==> src/core/cbbc_pkg.sv <==
// constants and types for the conditional branch / bit clear execute slice
package cbbc_pkg;

  // register byte offsets on the axi4-lite slave
  localparam logic [7:0] CBBC_OFF_CTRL  = 8'h00;
  localparam logic [7:0] CBBC_OFF_BANK  = 8'h04;
  localparam logic [7:0] CBBC_OFF_FLAGS = 8'h08;
  localparam logic [7:0] CBBC_OFF_PC    = 8'h0c;
  localparam logic [7:0] CBBC_OFF_INDEX = 8'h10;
  localparam logic [7:0] CBBC_OFF_STATE = 8'h14;

  // field positions
  localparam int CBBC_CTRL_EXT_BIT   = 0;
  localparam int CBBC_STATE_FLUSH    = 16;
  localparam int CBBC_BANK_W         = 4;
  localparam int CBBC_FLAGS_W        = 5;

  // reset values
  localparam logic [3:0]  CBBC_BANK_RST  = 4'h0;
  localparam logic [11:0] CBBC_INDEX_RST = 12'h000;

  // axi responses
  localparam logic [1:0] CBBC_RESP_OKAY   = 2'b00;
  localparam logic [1:0] CBBC_RESP_SLVERR = 2'b10;

  // opcodes in the high byte of a branch word
  localparam logic [7:0] CBBC_OP_CARRY_SET   = 8'he2;
  localparam logic [7:0] CBBC_OP_NEGATIVE    = 8'he6;
  localparam logic [7:0] CBBC_OP_CARRY_CLEAR = 8'he3;
  localparam logic [7:0] CBBC_OP_NOT_NEG     = 8'he7;
  localparam logic [7:0] CBBC_OP_NO_OVF      = 8'he5;
  localparam logic [7:0] CBBC_OP_NONZERO     = 8'he1;
  // opcode nibble of file_bit_clear
  localparam logic [3:0] CBBC_OP_BIT_CLEAR   = 4'h9;

  // access bank split and its upper page
  localparam logic [7:0] CBBC_ACCESS_LIMIT = 8'h5f;
  localparam logic [3:0] CBBC_ACCESS_LOW   = 4'h0;
  localparam logic [3:0] CBBC_ACCESS_HIGH  = 4'hf;

  // phases of one instruction cycle, one aclk each
  localparam logic [1:0] CBBC_PH_Q1 = 2'd0;
  localparam logic [1:0] CBBC_PH_Q2 = 2'd1;
  localparam logic [1:0] CBBC_PH_Q3 = 2'd2;
  localparam logic [1:0] CBBC_PH_Q4 = 2'd3;

  typedef enum logic {CBBC_ST_EXEC, CBBC_ST_FLUSH} cbbc_state_t;

  // arithmetic flags, carry in bit 0
  typedef struct packed {
    logic n;
    logic ov;
    logic z;
    logic dc;
    logic c;
  } cbbc_flags_t;

  // data memory request
  typedef struct packed {
    logic [11:0] addr;
    logic        rd;
    logic        wr;
    logic [7:0]  wdata;
  } cbbc_dmem_req_t;

endpackage

==> src/core/cbbc_exec.sv <==
// execute slice: six conditional branches and file_bit_clear, axi4-lite registers
//
// The AXI4-Lite slave port and the placing of the registers are this design's own decisions.
`timescale 1ns/100ps
`default_nettype none
module cbbc_exec #(
  parameter int          PC_W        = 21,
  parameter logic [11:0] STATUS_ADDR = 12'hfd8
) (
  // clock and reset
  input  wire logic                    aclk,
  input  wire logic                    aresetn,
  // axi4-lite write address
  input  wire logic [7:0]              s_axi_awaddr,
  input  wire logic [2:0]              s_axi_awprot,
  input  wire logic                    s_axi_awvalid,
  output logic                         s_axi_awready,
  // axi4-lite write data
  input  wire logic [31:0]             s_axi_wdata,
  input  wire logic [3:0]              s_axi_wstrb,
  input  wire logic                    s_axi_wvalid,
  output logic                         s_axi_wready,
  // axi4-lite write response
  output logic [1:0]                   s_axi_bresp,
  output logic                         s_axi_bvalid,
  input  wire logic                    s_axi_bready,
  // axi4-lite read address
  input  wire logic [7:0]              s_axi_araddr,
  input  wire logic [2:0]              s_axi_arprot,
  input  wire logic                    s_axi_arvalid,
  output logic                         s_axi_arready,
  // axi4-lite read data
  output logic [31:0]                  s_axi_rdata,
  output logic [1:0]                   s_axi_rresp,
  output logic                         s_axi_rvalid,
  input  wire logic                    s_axi_rready,
  // instruction fetch side
  input  wire logic [15:0]             instr_word,
  input  wire logic                    instr_valid,
  output logic                         instr_taken_q,
  output logic                         flush_q,
  output logic [PC_W-1:0]              pc_q,
  output logic [1:0]                   phase_q,
  // data memory side
  output var cbbc_pkg::cbbc_dmem_req_t dmem_req_q,
  input  wire logic [7:0]              dmem_rdata
);

  // elaboration checks
  if (PC_W < 10 || PC_W > 32) begin : g_pc_w_check
    $error("PC_W must lie between 10 and 32");
  end

  // state
  cbbc_pkg::cbbc_state_t state_q;
  cbbc_pkg::cbbc_flags_t flags_q;
  logic [15:0]           ir_q;
  logic                  busy_q;
  logic                  ext_en_q;
  logic [3:0]            bank_q;
  logic [11:0]           index_q;
  logic                  status_hit_q;
  // axi holding registers
  logic                  aw_got_q;
  logic                  w_got_q;
  logic [7:0]            awaddr_q;
  logic [31:0]           wdata_q;
  logic [3:0]            wstrb_q;
  // combinational helpers
  logic                  q1;
  logic                  q3;
  logic                  q4;
  logic                  consume;
  logic                  is_branch;
  logic                  take;
  logic                  is_clear;
  logic [11:0]           clear_addr;
  logic [7:0]            clear_src;
  logic [PC_W-1:0]       offset;
  logic                  reg_wr;
  logic                  wr_ctrl;
  logic                  wr_bank;
  logic                  wr_flags;
  logic                  wr_pc;
  logic                  wr_index;
  logic                  wr_known;
  logic [31:0]           wr_mask;
  logic [31:0]           rd_word;
  logic                  rd_known;

  // phase decode; instruction execution steps once per four aclk, the axi channels every aclk
  assign q1 = (phase_q == cbbc_pkg::CBBC_PH_Q1);
  assign q3 = (phase_q == cbbc_pkg::CBBC_PH_Q3);
  assign q4 = (phase_q == cbbc_pkg::CBBC_PH_Q4);

  // a word is taken only at Q1 of an executing cycle, never during flush
  assign consume = q1 && instr_valid && (state_q == cbbc_pkg::CBBC_ST_EXEC);

  // phase divider
  always_ff @(posedge aclk) begin
    if (!aresetn) begin
      phase_q <= cbbc_pkg::CBBC_PH_Q1;
    end else begin
      phase_q <= phase_q + 2'd1;
    end
  end

  // branch condition from the latched word
  always_comb begin
    is_branch = 1'b1;
    take      = 1'b0;
    case (ir_q[15:8])
      cbbc_pkg::CBBC_OP_CARRY_SET:   take = flags_q.c;
      cbbc_pkg::CBBC_OP_NEGATIVE:    take = flags_q.n;
      cbbc_pkg::CBBC_OP_CARRY_CLEAR: take = !flags_q.c;
      cbbc_pkg::CBBC_OP_NOT_NEG:     take = !flags_q.n;
      cbbc_pkg::CBBC_OP_NO_OVF:      take = !flags_q.ov;
      cbbc_pkg::CBBC_OP_NONZERO:     take = !flags_q.z;
      default:                       is_branch = 1'b0;
    endcase
  end

  // signed offset doubled and widened to the pc
  assign offset = {{(PC_W-9){ir_q[7]}}, ir_q[7:0], 1'b0};

  // operand address of a fresh word, resolved at Q1
  assign is_clear = (instr_word[15:12] == cbbc_pkg::CBBC_OP_BIT_CLEAR);
  always_comb begin
    if (instr_word[8]) begin
      clear_addr = {bank_q, instr_word[7:0]};
    end else if (instr_word[7:0] <= cbbc_pkg::CBBC_ACCESS_LIMIT) begin
      if (ext_en_q) begin
        clear_addr = index_q + {4'h0, instr_word[7:0]};
      end else begin
        clear_addr = {cbbc_pkg::CBBC_ACCESS_LOW, instr_word[7:0]};
      end
    end else begin
      clear_addr = {cbbc_pkg::CBBC_ACCESS_HIGH, instr_word[7:0]};
    end
  end

  // the status register lives here, so its reads never go to memory
  assign clear_src = status_hit_q ? {3'h0, flags_q} : dmem_rdata;

  // instruction latch and hand-shake pulse to fetch
  always_ff @(posedge aclk) begin
    if (!aresetn) begin
      ir_q          <= 16'h0000;
      busy_q        <= 1'b0;
      instr_taken_q <= 1'b0;
    end else begin
      instr_taken_q <= consume;
      if (consume) begin
        ir_q   <= instr_word;
        busy_q <= 1'b1;
      end else if (q4) begin
        busy_q <= 1'b0;
      end
    end
  end

  // execute / flush sequencing
  always_ff @(posedge aclk) begin
    if (!aresetn) begin
      state_q <= cbbc_pkg::CBBC_ST_EXEC;
      flush_q <= 1'b0;
    end else if (q4) begin
      case (state_q)
        cbbc_pkg::CBBC_ST_EXEC: begin
          if (busy_q && is_branch && take) begin
            state_q <= cbbc_pkg::CBBC_ST_FLUSH;
            flush_q <= 1'b1;
          end
        end
        cbbc_pkg::CBBC_ST_FLUSH: begin
          state_q <= cbbc_pkg::CBBC_ST_EXEC;
          flush_q <= 1'b0;
        end
        default: begin
          state_q <= cbbc_pkg::CBBC_ST_EXEC;
          flush_q <= 1'b0;
        end
      endcase
    end
  end

  // program counter: increment at Q1, branch target written at Q4
  always_ff @(posedge aclk) begin
    if (!aresetn) begin
      pc_q <= '0;
    end else if (wr_pc) begin
      // software reload wins so a debugger can always redirect
      pc_q <= wdata_q[PC_W-1:0];
    end else if (consume) begin
      pc_q <= pc_q + PC_W'(2);
    end else if (q4 && busy_q && is_branch && take) begin
      pc_q <= pc_q + offset;
    end
  end

  // data memory request: read visible in Q2, write visible in Q4
  always_ff @(posedge aclk) begin
    if (!aresetn) begin
      dmem_req_q   <= '0;
      status_hit_q <= 1'b0;
    end else begin
      dmem_req_q.rd <= 1'b0;
      dmem_req_q.wr <= 1'b0;
      if (consume && is_clear) begin
        dmem_req_q.addr <= clear_addr;
        dmem_req_q.rd   <= (clear_addr != STATUS_ADDR);
        status_hit_q    <= (clear_addr == STATUS_ADDR);
      end else if (q3 && busy_q && ir_q[15:12] == cbbc_pkg::CBBC_OP_BIT_CLEAR) begin
        dmem_req_q.wdata <= clear_src & ~(8'h01 << ir_q[11:9]);
        dmem_req_q.wr    <= !status_hit_q;
      end
    end
  end

  // flags: only software or a bit clear aimed at status change them
  always_ff @(posedge aclk) begin
    if (!aresetn) begin
      flags_q <= '0;
    end else if (q4 && busy_q && status_hit_q
                 && ir_q[15:12] == cbbc_pkg::CBBC_OP_BIT_CLEAR) begin
      flags_q <= dmem_req_q.wdata[4:0];
    end else if (wr_flags) begin
      flags_q <= (flags_q & ~wr_mask[4:0]) | (wdata_q[4:0] & wr_mask[4:0]);
    end
  end

  // write decode; one register write per completed aw+w pair
  assign reg_wr   = aw_got_q && w_got_q && !s_axi_bvalid;
  assign wr_ctrl  = reg_wr && (awaddr_q == cbbc_pkg::CBBC_OFF_CTRL);
  assign wr_bank  = reg_wr && (awaddr_q == cbbc_pkg::CBBC_OFF_BANK);
  assign wr_flags = reg_wr && (awaddr_q == cbbc_pkg::CBBC_OFF_FLAGS);
  assign wr_pc    = reg_wr && (awaddr_q == cbbc_pkg::CBBC_OFF_PC);
  assign wr_index = reg_wr && (awaddr_q == cbbc_pkg::CBBC_OFF_INDEX);
  assign wr_known = wr_ctrl || wr_bank || wr_flags || wr_pc || wr_index;
  assign wr_mask  = {{8{wstrb_q[3]}}, {8{wstrb_q[2]}}, {8{wstrb_q[1]}}, {8{wstrb_q[0]}}};

  // software configuration registers
  always_ff @(posedge aclk) begin
    if (!aresetn) begin
      ext_en_q <= 1'b0;
      bank_q   <= cbbc_pkg::CBBC_BANK_RST;
      index_q  <= cbbc_pkg::CBBC_INDEX_RST;
    end else begin
      if (wr_ctrl && wstrb_q[0]) begin
        ext_en_q <= wdata_q[cbbc_pkg::CBBC_CTRL_EXT_BIT];
      end
      if (wr_bank && wstrb_q[0]) begin
        bank_q <= wdata_q[cbbc_pkg::CBBC_BANK_W-1:0];
      end
      if (wr_index) begin
        index_q <= (index_q & ~wr_mask[11:0]) | (wdata_q[11:0] & wr_mask[11:0]);
      end
    end
  end

  // axi write channels; address and data accepted in either order
  always_ff @(posedge aclk) begin
    if (!aresetn) begin
      s_axi_awready <= 1'b1;
      s_axi_wready  <= 1'b1;
      s_axi_bvalid  <= 1'b0;
      s_axi_bresp   <= cbbc_pkg::CBBC_RESP_OKAY;
      aw_got_q      <= 1'b0;
      w_got_q       <= 1'b0;
      awaddr_q      <= 8'h00;
      wdata_q       <= 32'h0000_0000;
      wstrb_q       <= 4'h0;
    end else begin
      if (s_axi_awvalid && s_axi_awready) begin
        awaddr_q      <= s_axi_awaddr;
        aw_got_q      <= 1'b1;
        s_axi_awready <= 1'b0;
      end
      if (s_axi_wvalid && s_axi_wready) begin
        wdata_q      <= s_axi_wdata;
        wstrb_q      <= s_axi_wstrb;
        w_got_q      <= 1'b1;
        s_axi_wready <= 1'b0;
      end
      if (reg_wr) begin
        aw_got_q     <= 1'b0;
        w_got_q      <= 1'b0;
        s_axi_bvalid <= 1'b1;
        s_axi_bresp  <= wr_known ? cbbc_pkg::CBBC_RESP_OKAY : cbbc_pkg::CBBC_RESP_SLVERR;
      end else if (s_axi_bvalid && s_axi_bready) begin
        // readies return only after the response, one write in flight
        s_axi_bvalid  <= 1'b0;
        s_axi_awready <= 1'b1;
        s_axi_wready  <= 1'b1;
      end
    end
  end

  // read mux
  always_comb begin
    rd_word  = 32'h0000_0000;
    rd_known = 1'b1;
    case (s_axi_araddr)
      cbbc_pkg::CBBC_OFF_CTRL:  rd_word[cbbc_pkg::CBBC_CTRL_EXT_BIT] = ext_en_q;
      cbbc_pkg::CBBC_OFF_BANK:  rd_word[3:0] = bank_q;
      cbbc_pkg::CBBC_OFF_FLAGS: rd_word[4:0] = flags_q;
      cbbc_pkg::CBBC_OFF_PC:    rd_word[PC_W-1:0] = pc_q;
      cbbc_pkg::CBBC_OFF_INDEX: rd_word[11:0] = index_q;
      cbbc_pkg::CBBC_OFF_STATE: begin
        rd_word[15:0]                      = ir_q;
        rd_word[cbbc_pkg::CBBC_STATE_FLUSH] = flush_q;
      end
      default:                  rd_known = 1'b0;
    endcase
  end

  // axi read channels
  always_ff @(posedge aclk) begin
    if (!aresetn) begin
      s_axi_arready <= 1'b1;
      s_axi_rvalid  <= 1'b0;
      s_axi_rdata   <= 32'h0000_0000;
      s_axi_rresp   <= cbbc_pkg::CBBC_RESP_OKAY;
    end else if (s_axi_arvalid && s_axi_arready) begin
      s_axi_arready <= 1'b0;
      s_axi_rvalid  <= 1'b1;
      s_axi_rdata   <= rd_word;
      s_axi_rresp   <= rd_known ? cbbc_pkg::CBBC_RESP_OKAY : cbbc_pkg::CBBC_RESP_SLVERR;
    end else if (s_axi_rvalid && s_axi_rready) begin
      s_axi_rvalid  <= 1'b0;
      s_axi_arready <= 1'b1;
    end
  end

endmodule // cbbc_exec
`default_nettype wire

==> config.mk <==
export PLATFORM = sky130hd
export DESIGN_NAME = cbbc_exec
export DESIGN_NICKNAME = d
export VERILOG_FILES = /design/src/core/cbbc_pkg.sv /design/src/core/cbbc_exec.sv
export SDC_FILE = /design/constraint.sdc
export NUM_CORES = 1
export LEC_CHECK = 0
export BUFFER_PORTS_ARGS = -buffer_cell sky130_fd_sc_hd__buf_4
export CORE_AREA = 5 5 134 136
export CTS_BUF_LIST = sky130_fd_sc_hd__clkbuf_16
export DETAILED_ROUTE_END_ITERATION = 8
export DIE_AREA = 0 0 139 141
export GPL_ROUTABILITY_DRIVEN = 0
export GPL_TIMING_DRIVEN = 0
export HOLD_SLACK_MARGIN = 0.05
export PLACE_DENSITY_LB_ADDON = 0.1
export SETUP_SLACK_MARGIN = 0.02
export SYNTH_ARGS = -nofsm -noshare
export SYNTH_HDL_FRONTEND = slang
export SYNTH_SLANG_ARGS = --single-unit
==> constraint.sdc <==
create_clock -name aclk -period 4.3 [get_ports aclk]
set_input_delay 0.645 -clock aclk [delete_from_list [all_inputs] [get_ports aclk]]
set_output_delay 0.645 -clock aclk [all_outputs]
set_load 0.05 [all_outputs]
-- Yosys cells after proc, flatten, opt, wreduce, memory -nomap -nowiden
Cells that the tools add are included.
- register bits: 151
- bits of input ports: 90
- output and inout bits: 88
- word-level logic and storage cells: 164
- add/subtract/negate cells: 4
- order comparisons: 1
- equal/unequal tests: 22
- shift-type cells: 1
- muxes and demuxes: 38
- bitwise gates (word level): 14
- reduce and logical (&&, ||, !) cells: 51
- operator list (operator ; number):
    two-way mux 21 bit ; 3
    equality test 8 bit (second input constant) ; 6
    two-way mux 12 bit ; 3
    equality test 8 x 4 -> 1 bit (second input constant) ; 4
    logical AND 1 bit ; 26
    AND 12 bit ; 2
    equality test 8 x 5 -> 1 bit (second input constant) ; 3
    adder 21 x 2 -> 21 bit (second input constant) ; 1
    adder 21 bit ; 1
    case mux 7 bit (3 select lines) ; 1
    two-way mux 1 bit ; 18
    equality test 8 x 3 -> 1 bit (second input constant) ; 2
    zero test 8 bit ; 2
    case mux 3 bit (5 select lines) ; 1
    adder 12 x 8 -> 12 bit ; 1
    equality test 12 bit (second input constant) ; 1
    != test 12 bit (second input constant) ; 1
    inverter 12 bit ; 1
    OR 12 bit ; 1
    case mux 1 bit (6 select lines) ; 2
    OR reduction 6 bit ; 2
    AND 5 bit ; 2
    two-way mux 5 bit ; 2
    case mux 5 bit (2 select lines) ; 1
    other kinds (24) ; 44

-- Longest topological paths before layout
Gate-level depths: netlist (run 1).
- word-level depth: 8
- gate-level depth with buffers: 15
- depth with buffers taken out: 14

-- Worst setup path before layout (run 1)
Ideal clock, no wire load.
- path type: register -> register
- start point: reg phase_q[0]
- end point: reg pc_q[11]
- setup time: 0.091 ns
- data arrival time: 3.460 ns
- required time: 4.209 ns
- setup slack: 0.749 ns
- stages on the path, launching flop included: 14
- buffers on the path: 1
- clock period less this slack: 3.551 ns
- cell sequence: dfxtp_1 inv_1 ha_1 nand3b_1 clkbuf_1 nand2_1 fa_1 nor2b_1 o21ai_0 a21boi_0 o21ai_1 mux2i_1 or3_1 a311oi_1
- longest elaborated chain between the ends: 5
- elaborated cells on any way between the ends: 10
- those cells by class: eq/ne: 1; mux: 2; reduce/logical: 7
- ends and longest elaborated chain (item ; line ; RTL):
    start: declaration ; cbbc_exec.sv:43 ; output logic [1:0] phase_q,
    start signal: assignment ; cbbc_exec.sv:102 ; phase_q <= cbbc_pkg::CBBC_PH_Q1;
    start signal: assignment ; cbbc_exec.sv:104 ; phase_q <= phase_q + 2'd1;
    equality test 2 bit / zero test 2 bit (equally long branches) ; cbbc_exec.sv:94, cbbc_exec.sv:92 ;
    logical AND 1 bit (on tied branches) (2 in series) ; cbbc_exec.sv:196, cbbc_exec.sv:97 ;
    logical AND 1 bit / two-way mux 21 bit (equally long branches) ; cbbc_exec.sv:196, cbbc_exec.sv:194 ;
    nonzero test 3 bit (no source line) / two-way mux 21 bit (equally long branches) ; n/a ;
    end signal: assignment ; cbbc_exec.sv:193 ; pc_q <= wdata_q[PC_W-1:0];
    end signal: assignment ; cbbc_exec.sv:195 ; pc_q <= pc_q + PC_W'(2);
    end signal: assignment ; cbbc_exec.sv:197 ; pc_q <= pc_q + offset;
    end: declaration ; cbbc_exec.sv:42 ; output logic [PC_W-1:0] pc_q,
Parallel ways exist; a longest one is shown, timed or not.
A chain may end at the register's enable or synchronous reset.

-- Worst setup path in the final report (run 1)
Same ends and word-level chain as after synthesis.

==> metrics.md, run 1 <==
| Metric | Value |
|---|---|
| Root buf cell | `clkbuf_16` |
| Aggregate global routing overflow | `0` |
| X dimension of the die | `139 µm` |
| CP required | `4.63 ns` |
| Initial Utilization | `0.4707` |
| Number of cells on the worst reg-to-reg path | `15` |
| Fin cells | `1,441` |
| Number of endpoints failing setup at the final stage | `0` |
| Clock tree from TritonCTS | `done` |
| Part of the cycle the worst path needs | `0.8876` |
| # fillers | `roughly 1,700` |
| Most frequent cells in the layout | `167 x nand2_1, 158 x buf_4, 149 x dfxtp_1` |
| Wire length of the first global-routing pass | `between 40 and 50 mm` |
| Top-area cell type share of the netlist area | `0.3769` |
| Min-Delay Path Class | `primary input to flip-flop` |
| Max Root-Sink Buffers | `2` |
| RSZ-0062 raised after global routing | `false` |
| Worst Skew | `~0.019 ns` |
| Overall track demand over capacity in global routing | `0.2611` |
| Clock buffers created by TritonCTS | `17` |
| Number of warning messages in the yosys log | `0` |
| Number of global-route vias before repair | `7,581` |
| Yosys reg bits | `roughly 150` |
| Vias per Instance | `between 5 and 6` |
| Peak supply drop | `0.2904 mV` |
| Initial detailed-routing violation count | `a little under 700` |
| Peak Freq | `262.0 MHz` |
| Setup slack on the worst flop-to-flop path | `just under 0.5 ns` |
| Die extent in y | `141 µm` |
| Most common library cell in the layout ignoring fill and taps | `nand2_1` |
| Outcome | `completed` |
| H-tree depth reported by CTS | `4` |
| Number of enable flip-flop cells after synthesis | `0` |
| Lkg Pwr | `4.018 nW` |
| Initial antenna violation count | `0` |
| Top cells by area in the synthesized netlist | `dfxtp_1 38%, nand2_1 7.9%, a21oi_1 6.4%` |
| Pin count of the biggest net entering global routing | `17` |
| Slew margin rel. | `0.3624` |
| Final layout net count | `1,313` |
| Antenna Nets Post-Route | `0` |
| Power Density | `approximately 360 nW/µm²` |
| Register clock-pin slew on the reported worst setup and hold paths | `roughly 0.060 ns` |
| Critical path endpoint category | `flip-flop` |
| Final core utilization | `0.5914` |
| Fraction of final layout cells sized beyond drive strength 1 | `0.1785` |
| Number of library cell types mapped by synthesis | `70` |
| Number of slew-limit violations in the final report | `0` |
| Post-Syn Area per Cell | `7.707 µm²` |
| Largest fanout on the critical path | `10` |
| R2R Path Start | `phase_q[0]$_SDFF_PN0_` |
| Signal arrival time at the worst endpoint | `4.15 ns` |
| Critical path startpoint category | `flip-flop` |
| Slew of the pin with the lowest slew margin | `between 0.9 and 1 ns` |
| Dominant synthesized flop cell | `dfxtp_1` |
| Placed cells | `1,409` |
| Number of port buffers | `roughly 150` |
| Area of the placeable core | `16,820 µm²` |
| Clock sink count | `approximately 150` |
| Hold Crit Start | `s_axi_wvalid` |
| Cell count after synthesis | `1,027` |
| Clock latency on the worst-skew pair | `0.43 ns` |
| Placement row count | `48` |
| Number of detailed-routing iterations run before antenna repair | `6` |
| Crit path launch | `phase_q[0]$_SDFF_PN0_` |
| Total count of hold-check failures in the final report | `0` |
| Post-synthesis sequential area ratio | `0.3769` |
| FF-to-FF End | `pc_q[11]$_SDFFE_PN0N_` |
| Cell area after technology mapping | `7915 µm²` |
| Number of top-level pins | `178` |
| Synth async-reset ratio | `0` |
| End point of the critical path | `pc_q[11]$_SDFFE_PN0N_` |
| Die area | `19,600 µm²` |
| Total negative setup slack | `0 ns` |
| # diodes | `0` |
| Startpoint-to-endpoint class of the critical path | `flip-flop to flip-flop` |
| Post-detailed-placement half-perimeter wirelength | `between 20 and 25 mm` |
| Syn-to-layout area delta | `25.64%` |
| DRC violation count after routing | `0` |
| Number of violations of the max-capacitance limit | `0` |
| Routed WL per cell | `18.20 µm` |
| Hold bufs inserted after CTS | `0` |
| Fin crit period | `around 3.8 ns` |
| Post-detailed-routing wire length | `between 20 and 30 mm` |
| Post-synth top area cell | `dfxtp_1` |
| Count of vias placed by the detailed router | `8,099` |
## per-stage QoR
| step | setup slack (ns) | total power [W] | hold WS (ns) | area [µm²] |
|---|---|---|---|---|
| after floorplan | 0.7489 | 0.001874 | 0.4308 | 7960 |
| after detailed placement | 0.3494 | 0.002078 | 0.4460 | 9330 |
| after CTS | 0.4227 | 0.003621 | 0.4063 | 9943 |
| after global routing | 0.1521 | 0.003742 | 0.4060 | 9945 |
| after global placement | 0.3889 | 0.002073 | 0.4399 | 9330 |
| final | 0.4833 | 0.003609 | 0.4036 | 9945 |
## final cells by class
| class | instances | area, µm² | share of cell area |
|---|---|---|---|
| flip-flops and latches | 149 | 2983 | 0.2999 |
| well taps | 225 | 281.5 | 0.02831 |
| clock buffers | 17 | 425.4 | 0.04278 |
| clock inverters | 15 | 187.7 | 0.01887 |
| inverters | 31 | 116.4 | 0.01170 |
| plain buffers | 87 | 395.4 | 0.03976 |
| repair buffers | 145 | 1089 | 0.1095 |
| multi-input cells | 772 | 4467 | 0.4492 |
## report_power, final
group          internal (W)  switching (W)  leakage, nW
registers           0.00144      0.0000532         1.21
clock network      0.000963       0.000591        0.288
logic              0.000195       0.000369         2.52
## cells in the mapped netlist (3+ instances only)
library cell  instances
nand2b_1              8
buf_4                13
nor2_1               96
nand2_1             167
a211o_1               4
dfxtp_1             149
nor3b_1               7
a311oi_1             15
nor3_1               47
or3_1                12
a31oi_1               9
nand4b_1              3
ha_1                 18
mux2_2               11
nor4b_1               5
o21a_1                7
o21ai_0              32
a221oi_1             19
nand4_1               6
a211oi_1             17
a21oi_1             101
a2111oi_0             4
o22ai_1               3
and3_1               13
clkbuf_1             62
mux2i_1              19
buf_2                 7
nor2b_1               6
o211ai_1              4
xnor2_1              10
inv_1                30
nand3_1              50
and2_1               15
nor4_1                3
nand3b_1              5
## critical path: stages, from the launching register on
cell and delay (ns):
dfxtp_1 0.33, inv_1 0.09, ha_1 0.16, nand3b_1 0.33
clkbuf_2 0.33, nand2b_1 0.13, ha_1 0.16, inv_1 0.06
fa_1 0.41, nor2b_1 0.13, o21ai_0 0.09, a21boi_0 0.43
o21ai_1 0.30, mux2i_1 0.19, or3_1 0.34, a311oi_1 0.26
## cell families (layout without fill, tap and decap cells)
kind of cell	after synthesis	after routing	share of synthesized area
simple gates	453	453	0.2692
xor+xnor	12	12	0.01328
flops	149	149	0.3769
fa+ha+maj	20	20	0.03351
buf+inv	118	295	0.06449
other cells	1	13	0.0004738
mux	32	32	0.04537
compound gates	242	242	0.1968
## what timing repair did
action | in CTS | in global routing
buffers inserted | 0 | 0
endpoints found under the setup margin | 0 | 1
hold endpoints to repair | 0 | 0
resized for setup | 0 | 2
## how the worst min path moves through the flow
stage	slack [ns]	to	depth (start not counted)
2_1_floorplan	0.43	awaddr_q[5]$_SDFFE_PN0P_	2
3_3_place_gp	0.44	awaddr_q[0]$_SDFFE_PN0P_	2
3_5_place_dp	0.45	awaddr_q[1]$_SDFFE_PN0P_	2
4_1_cts	0.41	s_axi_wready$_SDFF_PN1_	2
5_1_grt	0.41	s_axi_wready$_SDFF_PN1_	2
6_report	0.40	s_axi_wready$_SDFF_PN1_	2
## layer usage
metal,up-vias,global-route usage,routed length (µm)
li1,3980,-,-
met5,-,0,0
met2,363,0.4081,11590
met4,0,0.09320,710
met3,41,0.06106,2328
met1,3715,0.3550,11590
(Power assumes the default switching activity.)
==> run 2, diff against run 1 <==
--- a/config.mk
+++ b/config.mk
@@ -6,10 +6,10 @@
 export NUM_CORES = 1
 export LEC_CHECK = 0
 export BUFFER_PORTS_ARGS = -buffer_cell sky130_fd_sc_hd__buf_4
-export CORE_AREA = 5 5 134 136
+export CORE_AREA = 2 2 131 133
 export CTS_BUF_LIST = sky130_fd_sc_hd__clkbuf_16
 export DETAILED_ROUTE_END_ITERATION = 8
-export DIE_AREA = 0 0 139 141
+export DIE_AREA = 0 0 133 135
 export GPL_ROUTABILITY_DRIVEN = 0
 export GPL_TIMING_DRIVEN = 0
 export HOLD_SLACK_MARGIN = 0.05
==> metrics.md, run 2 (same netlist as run 1, synthesis figures left out) <==
| Metric | Value |
|---|---|
| Die extent in y | `135 µm (was 141 µm)` |
| Largest fanout on the critical path | `10 (unchanged)` |
| Syn-to-layout area delta | `25.04% (was 25.64%)` |
| Number of violations of the max-capacitance limit | `0 (unchanged)` |
| Antenna Nets Post-Route | `0 (unchanged)` |
| # diodes | `0 (unchanged)` |
| Net switching share of the total power | `0.2815 (was 0.2807)` |
| Vias per Instance | `5.716 (was 5.620)` |
| Post-detailed-routing wire length | `25.57 mm (was 26.22 mm)` |
| Multi-input combinational cell area | `4467 µm² (unchanged)` |
| Lkg Pwr | `4.013 nW (was 4.018 nW)` |
| X dimension of the die | `133 µm (was 139 µm)` |
| Number of endpoints failing setup at the final stage | `0 (unchanged)` |
| Most common library cell in the layout ignoring fill and taps | `nand2_1 (unchanged)` |
| Power Density | `355.3 nW/µm² (was 362.9 nW/µm²)` |
| Most crowded layer after global routing | `met2 (unchanged)` |
| Number of top-level pins | `178 (unchanged)` |
| Slew of the pin with the lowest slew margin | `0.9680 ns (was 0.9564 ns)` |
| Hold Slack | `0.4097 ns (was 0.4036 ns)` |
| Number of port buffers | `145 (unchanged)` |
| Net switching power | `0.0009900 W (was 0.001013 W)` |
| Met2 layer usage reported by global route | `0.4349 (was 0.4081)` |
| Number of global-route vias before repair | `7,344 (was 7,581)` |
| Register clock-pin slew on the reported worst setup and hold paths | `0.06 ns (about the same)` |
| Aggregate global routing overflow | `0 (unchanged)` |
| Final layout net count | `1,313 (unchanged)` |
| Initial Utilization | `0.4824 (was 0.4707)` |
| Fraction of final layout cells sized beyond drive strength 1 | `0.1761 (was 0.1785)` |
| Power share of the sequential group | `0.424 (was 0.413)` |
| Pin count of the biggest net entering global routing | `17 (unchanged)` |
| Area of the placeable core | `16,410 µm² (was 16,820 µm²)` |
| Critical path endpoint category | `flip-flop (unchanged)` |
| Routed WL per cell | `17.82 µm (was 18.20 µm)` |
| Startpoint-to-endpoint class of the critical path | `flip-flop to flip-flop (unchanged)` |
| Combinational fraction of design power | `0.160 (was 0.156)` |
| Initial antenna violation count | `0 (unchanged)` |
| Number of detailed-routing iterations run before antenna repair | `8 (was 6)` |
| Post-detailed-placement half-perimeter wirelength | `19.38 mm (was 20.16 mm)` |
| Peak Freq | `260.9 MHz (was 262.0 MHz)` |
| Ordered cell list for the critical path | `inv_1 -> ha_1 -> nand3b_1 -> clkbuf_2 -> nand2b_1 -> ha_1 -> inv_1 -> fa_1 -> nor2b_1 -> o21ai_0 -> a21boi_0 -> o21ai_1 -> mux2i_1 -> or3_1 -> a311oi_1 (unchanged)` |
| Number of slew-limit violations in the final report | `0 (unchanged)` |
| Met1 usage in global routing | `0.3992 (was 0.3550)` |
| Peak supply drop | `0.3007 mV (was 0.2904 mV)` |
| RSZ-0062 raised after global routing | `false (unchanged)` |
| Critical-path top delay cell | `a21boi_0 (unchanged)` |
| Clock tree from TritonCTS | `done (unchanged)` |
| DRC violation count after routing | `0 (unchanged)` |
| Part of the cycle the worst path needs | `0.8914 (was 0.8876)` |
| # fillers | `1,614 (was 1,666)` |
| Met3 usage | `0.05330 (was 0.06106)` |
| Worst path max stage delay | `0.45 ns (was 0.43 ns)` |
| Total count of hold-check failures in the final report | `0 (unchanged)` |
| Min-Delay Path Class | `primary input to flip-flop (unchanged)` |
| Wire length of the first global-routing pass | `39.76 mm (was 41.06 mm)` |
| Most frequent cells in the layout | `167 x nand2_1, 158 x buf_4, 149 x dfxtp_1 (unchanged)` |
| Setup fix buffers added after clock tree synthesis | `0 (unchanged)` |
| Clock latency on the worst-skew pair | `0.43 ns (about the same)` |
| Signal arrival time at the worst endpoint | `4.16 ns (was 4.15 ns)` |
| Total negative setup slack | `0 ns (unchanged)` |
| Root buf cell | `clkbuf_16 (unchanged)` |
| Slew margin rel. | `0.3546 (was 0.3624)` |
| Die area | `17,960 µm² (was 19,600 µm²)` |
| Clock buffers created by TritonCTS | `17 (unchanged)` |
| CP required | `4.63 ns (about the same)` |
| Max Root-Sink Buffers | `2 (unchanged)` |
| Initial detailed-routing violation count | `604 (was 692)` |
| Storage element area | `2983 µm² (unchanged)` |
| Clock network fraction of total power | `0.415 (was 0.430)` |
| Worst Skew | `0.01141 ns (was 0.01935 ns)` |
| Fin crit period | `3.833 ns (was 3.817 ns)` |
| Placement row count | `47 (was 48)` |
| Outcome | `completed (unchanged)` |
| Critical path startpoint category | `flip-flop (unchanged)` |
| Count of vias placed by the detailed router | `8,203 (was 8,099)` |
| Clock sink count | `149 (unchanged)` |
| H-tree depth reported by CTS | `4 (unchanged)` |
| Overall track demand over capacity in global routing | `0.2845 (was 0.2611)` |
| Internal portion of total power | `0.002527 W (was 0.002596 W)` |
run 2: changes by cell type in the layout (fill, tap and decap cells not counted), sizes merged:
cell / before / now
clkinvlp: 5 / 3
bufinv: 4 / 3
clkinv: 4 / 5
inv: 33 / 34
run 2: routing by layer:
layer	wire [µm]	vias up
li1	-	3997
met1	11650	3802
met2	11300	364
met3	2008	40
met4	605	0
met5	0	-
run 2: power by group through the flow:
stage	registers, W	clock network [W]	logic (W)
2_1_floorplan	0.00160	0	0.000274
3_3_place_gp	0.00152	0	0.000555
3_5_place_dp	0.00152	0	0.000557
4_1_cts	0.00149	0.00147	0.000559
5_1_grt	0.00150	0.00153	0.000609
6_report	0.00149	0.00146	0.000563
run 2: final timing paths:
kind,from,depth (start not counted),endpoint,slack (ns)
max,phase_q[0]$_SDFF_PN0_,15,pc_q[9]$_SDFFE_PN0N_,0.47
min,s_axi_wvalid,2,s_axi_wready$_SDFF_PN1_,0.41
max reg2reg,phase_q[0]$_SDFF_PN0_,15,pc_q[9]$_SDFFE_PN0N_,0.47
min reg2reg,awaddr_q[5]$_SDFFE_PN0P_,2,awaddr_q[5]$_SDFFE_PN0P_,0.45
run 2: what timing repair did:
action | in CTS | in global routing
resized for setup | 0 | 2
hold buffers | 0 | 0
endpoints found under the setup margin | 0 | 1
run 2: stage by stage:
step	utilization	worst slack (ns)	std cells	total power [W]	area [µm²]
after global placement	0.5683	0.3773	1404	0.002074	9324
after detailed placement	0.5683	0.3436	1404	0.002078	9324
final	0.6032	0.4669	1435	0.003517	9897
after CTS	0.6031	0.4069	1435	0.003524	9896
after global routing	0.6032	0.1685	1435	0.003636	9897
after floorplan	-	0.7489	1039	0.001874	7960
run 2: layout make-up:
type,count,share of cell area
Buffer,87,0.03995
Multi-Input combinational cell,772,0.4513
Tap cell,220,0.02781
Sequential cell,149,0.3014
Clock buffer,17,0.04298
Clock inverter,14,0.01479
Timing Repair Buffer,145,0.1100
Inverter,31,0.01176
run 2: critical path, delay by kind of cell, from the launching register on:
family | cells | cell delay (ns)
mux | 1 | 0.19
fa+ha+maj | 3 | 0.73
buf+inv | 3 | 0.47
compound gates | 4 | 1.08
simple gates | 4 | 0.93
flops | 1 | 0.33
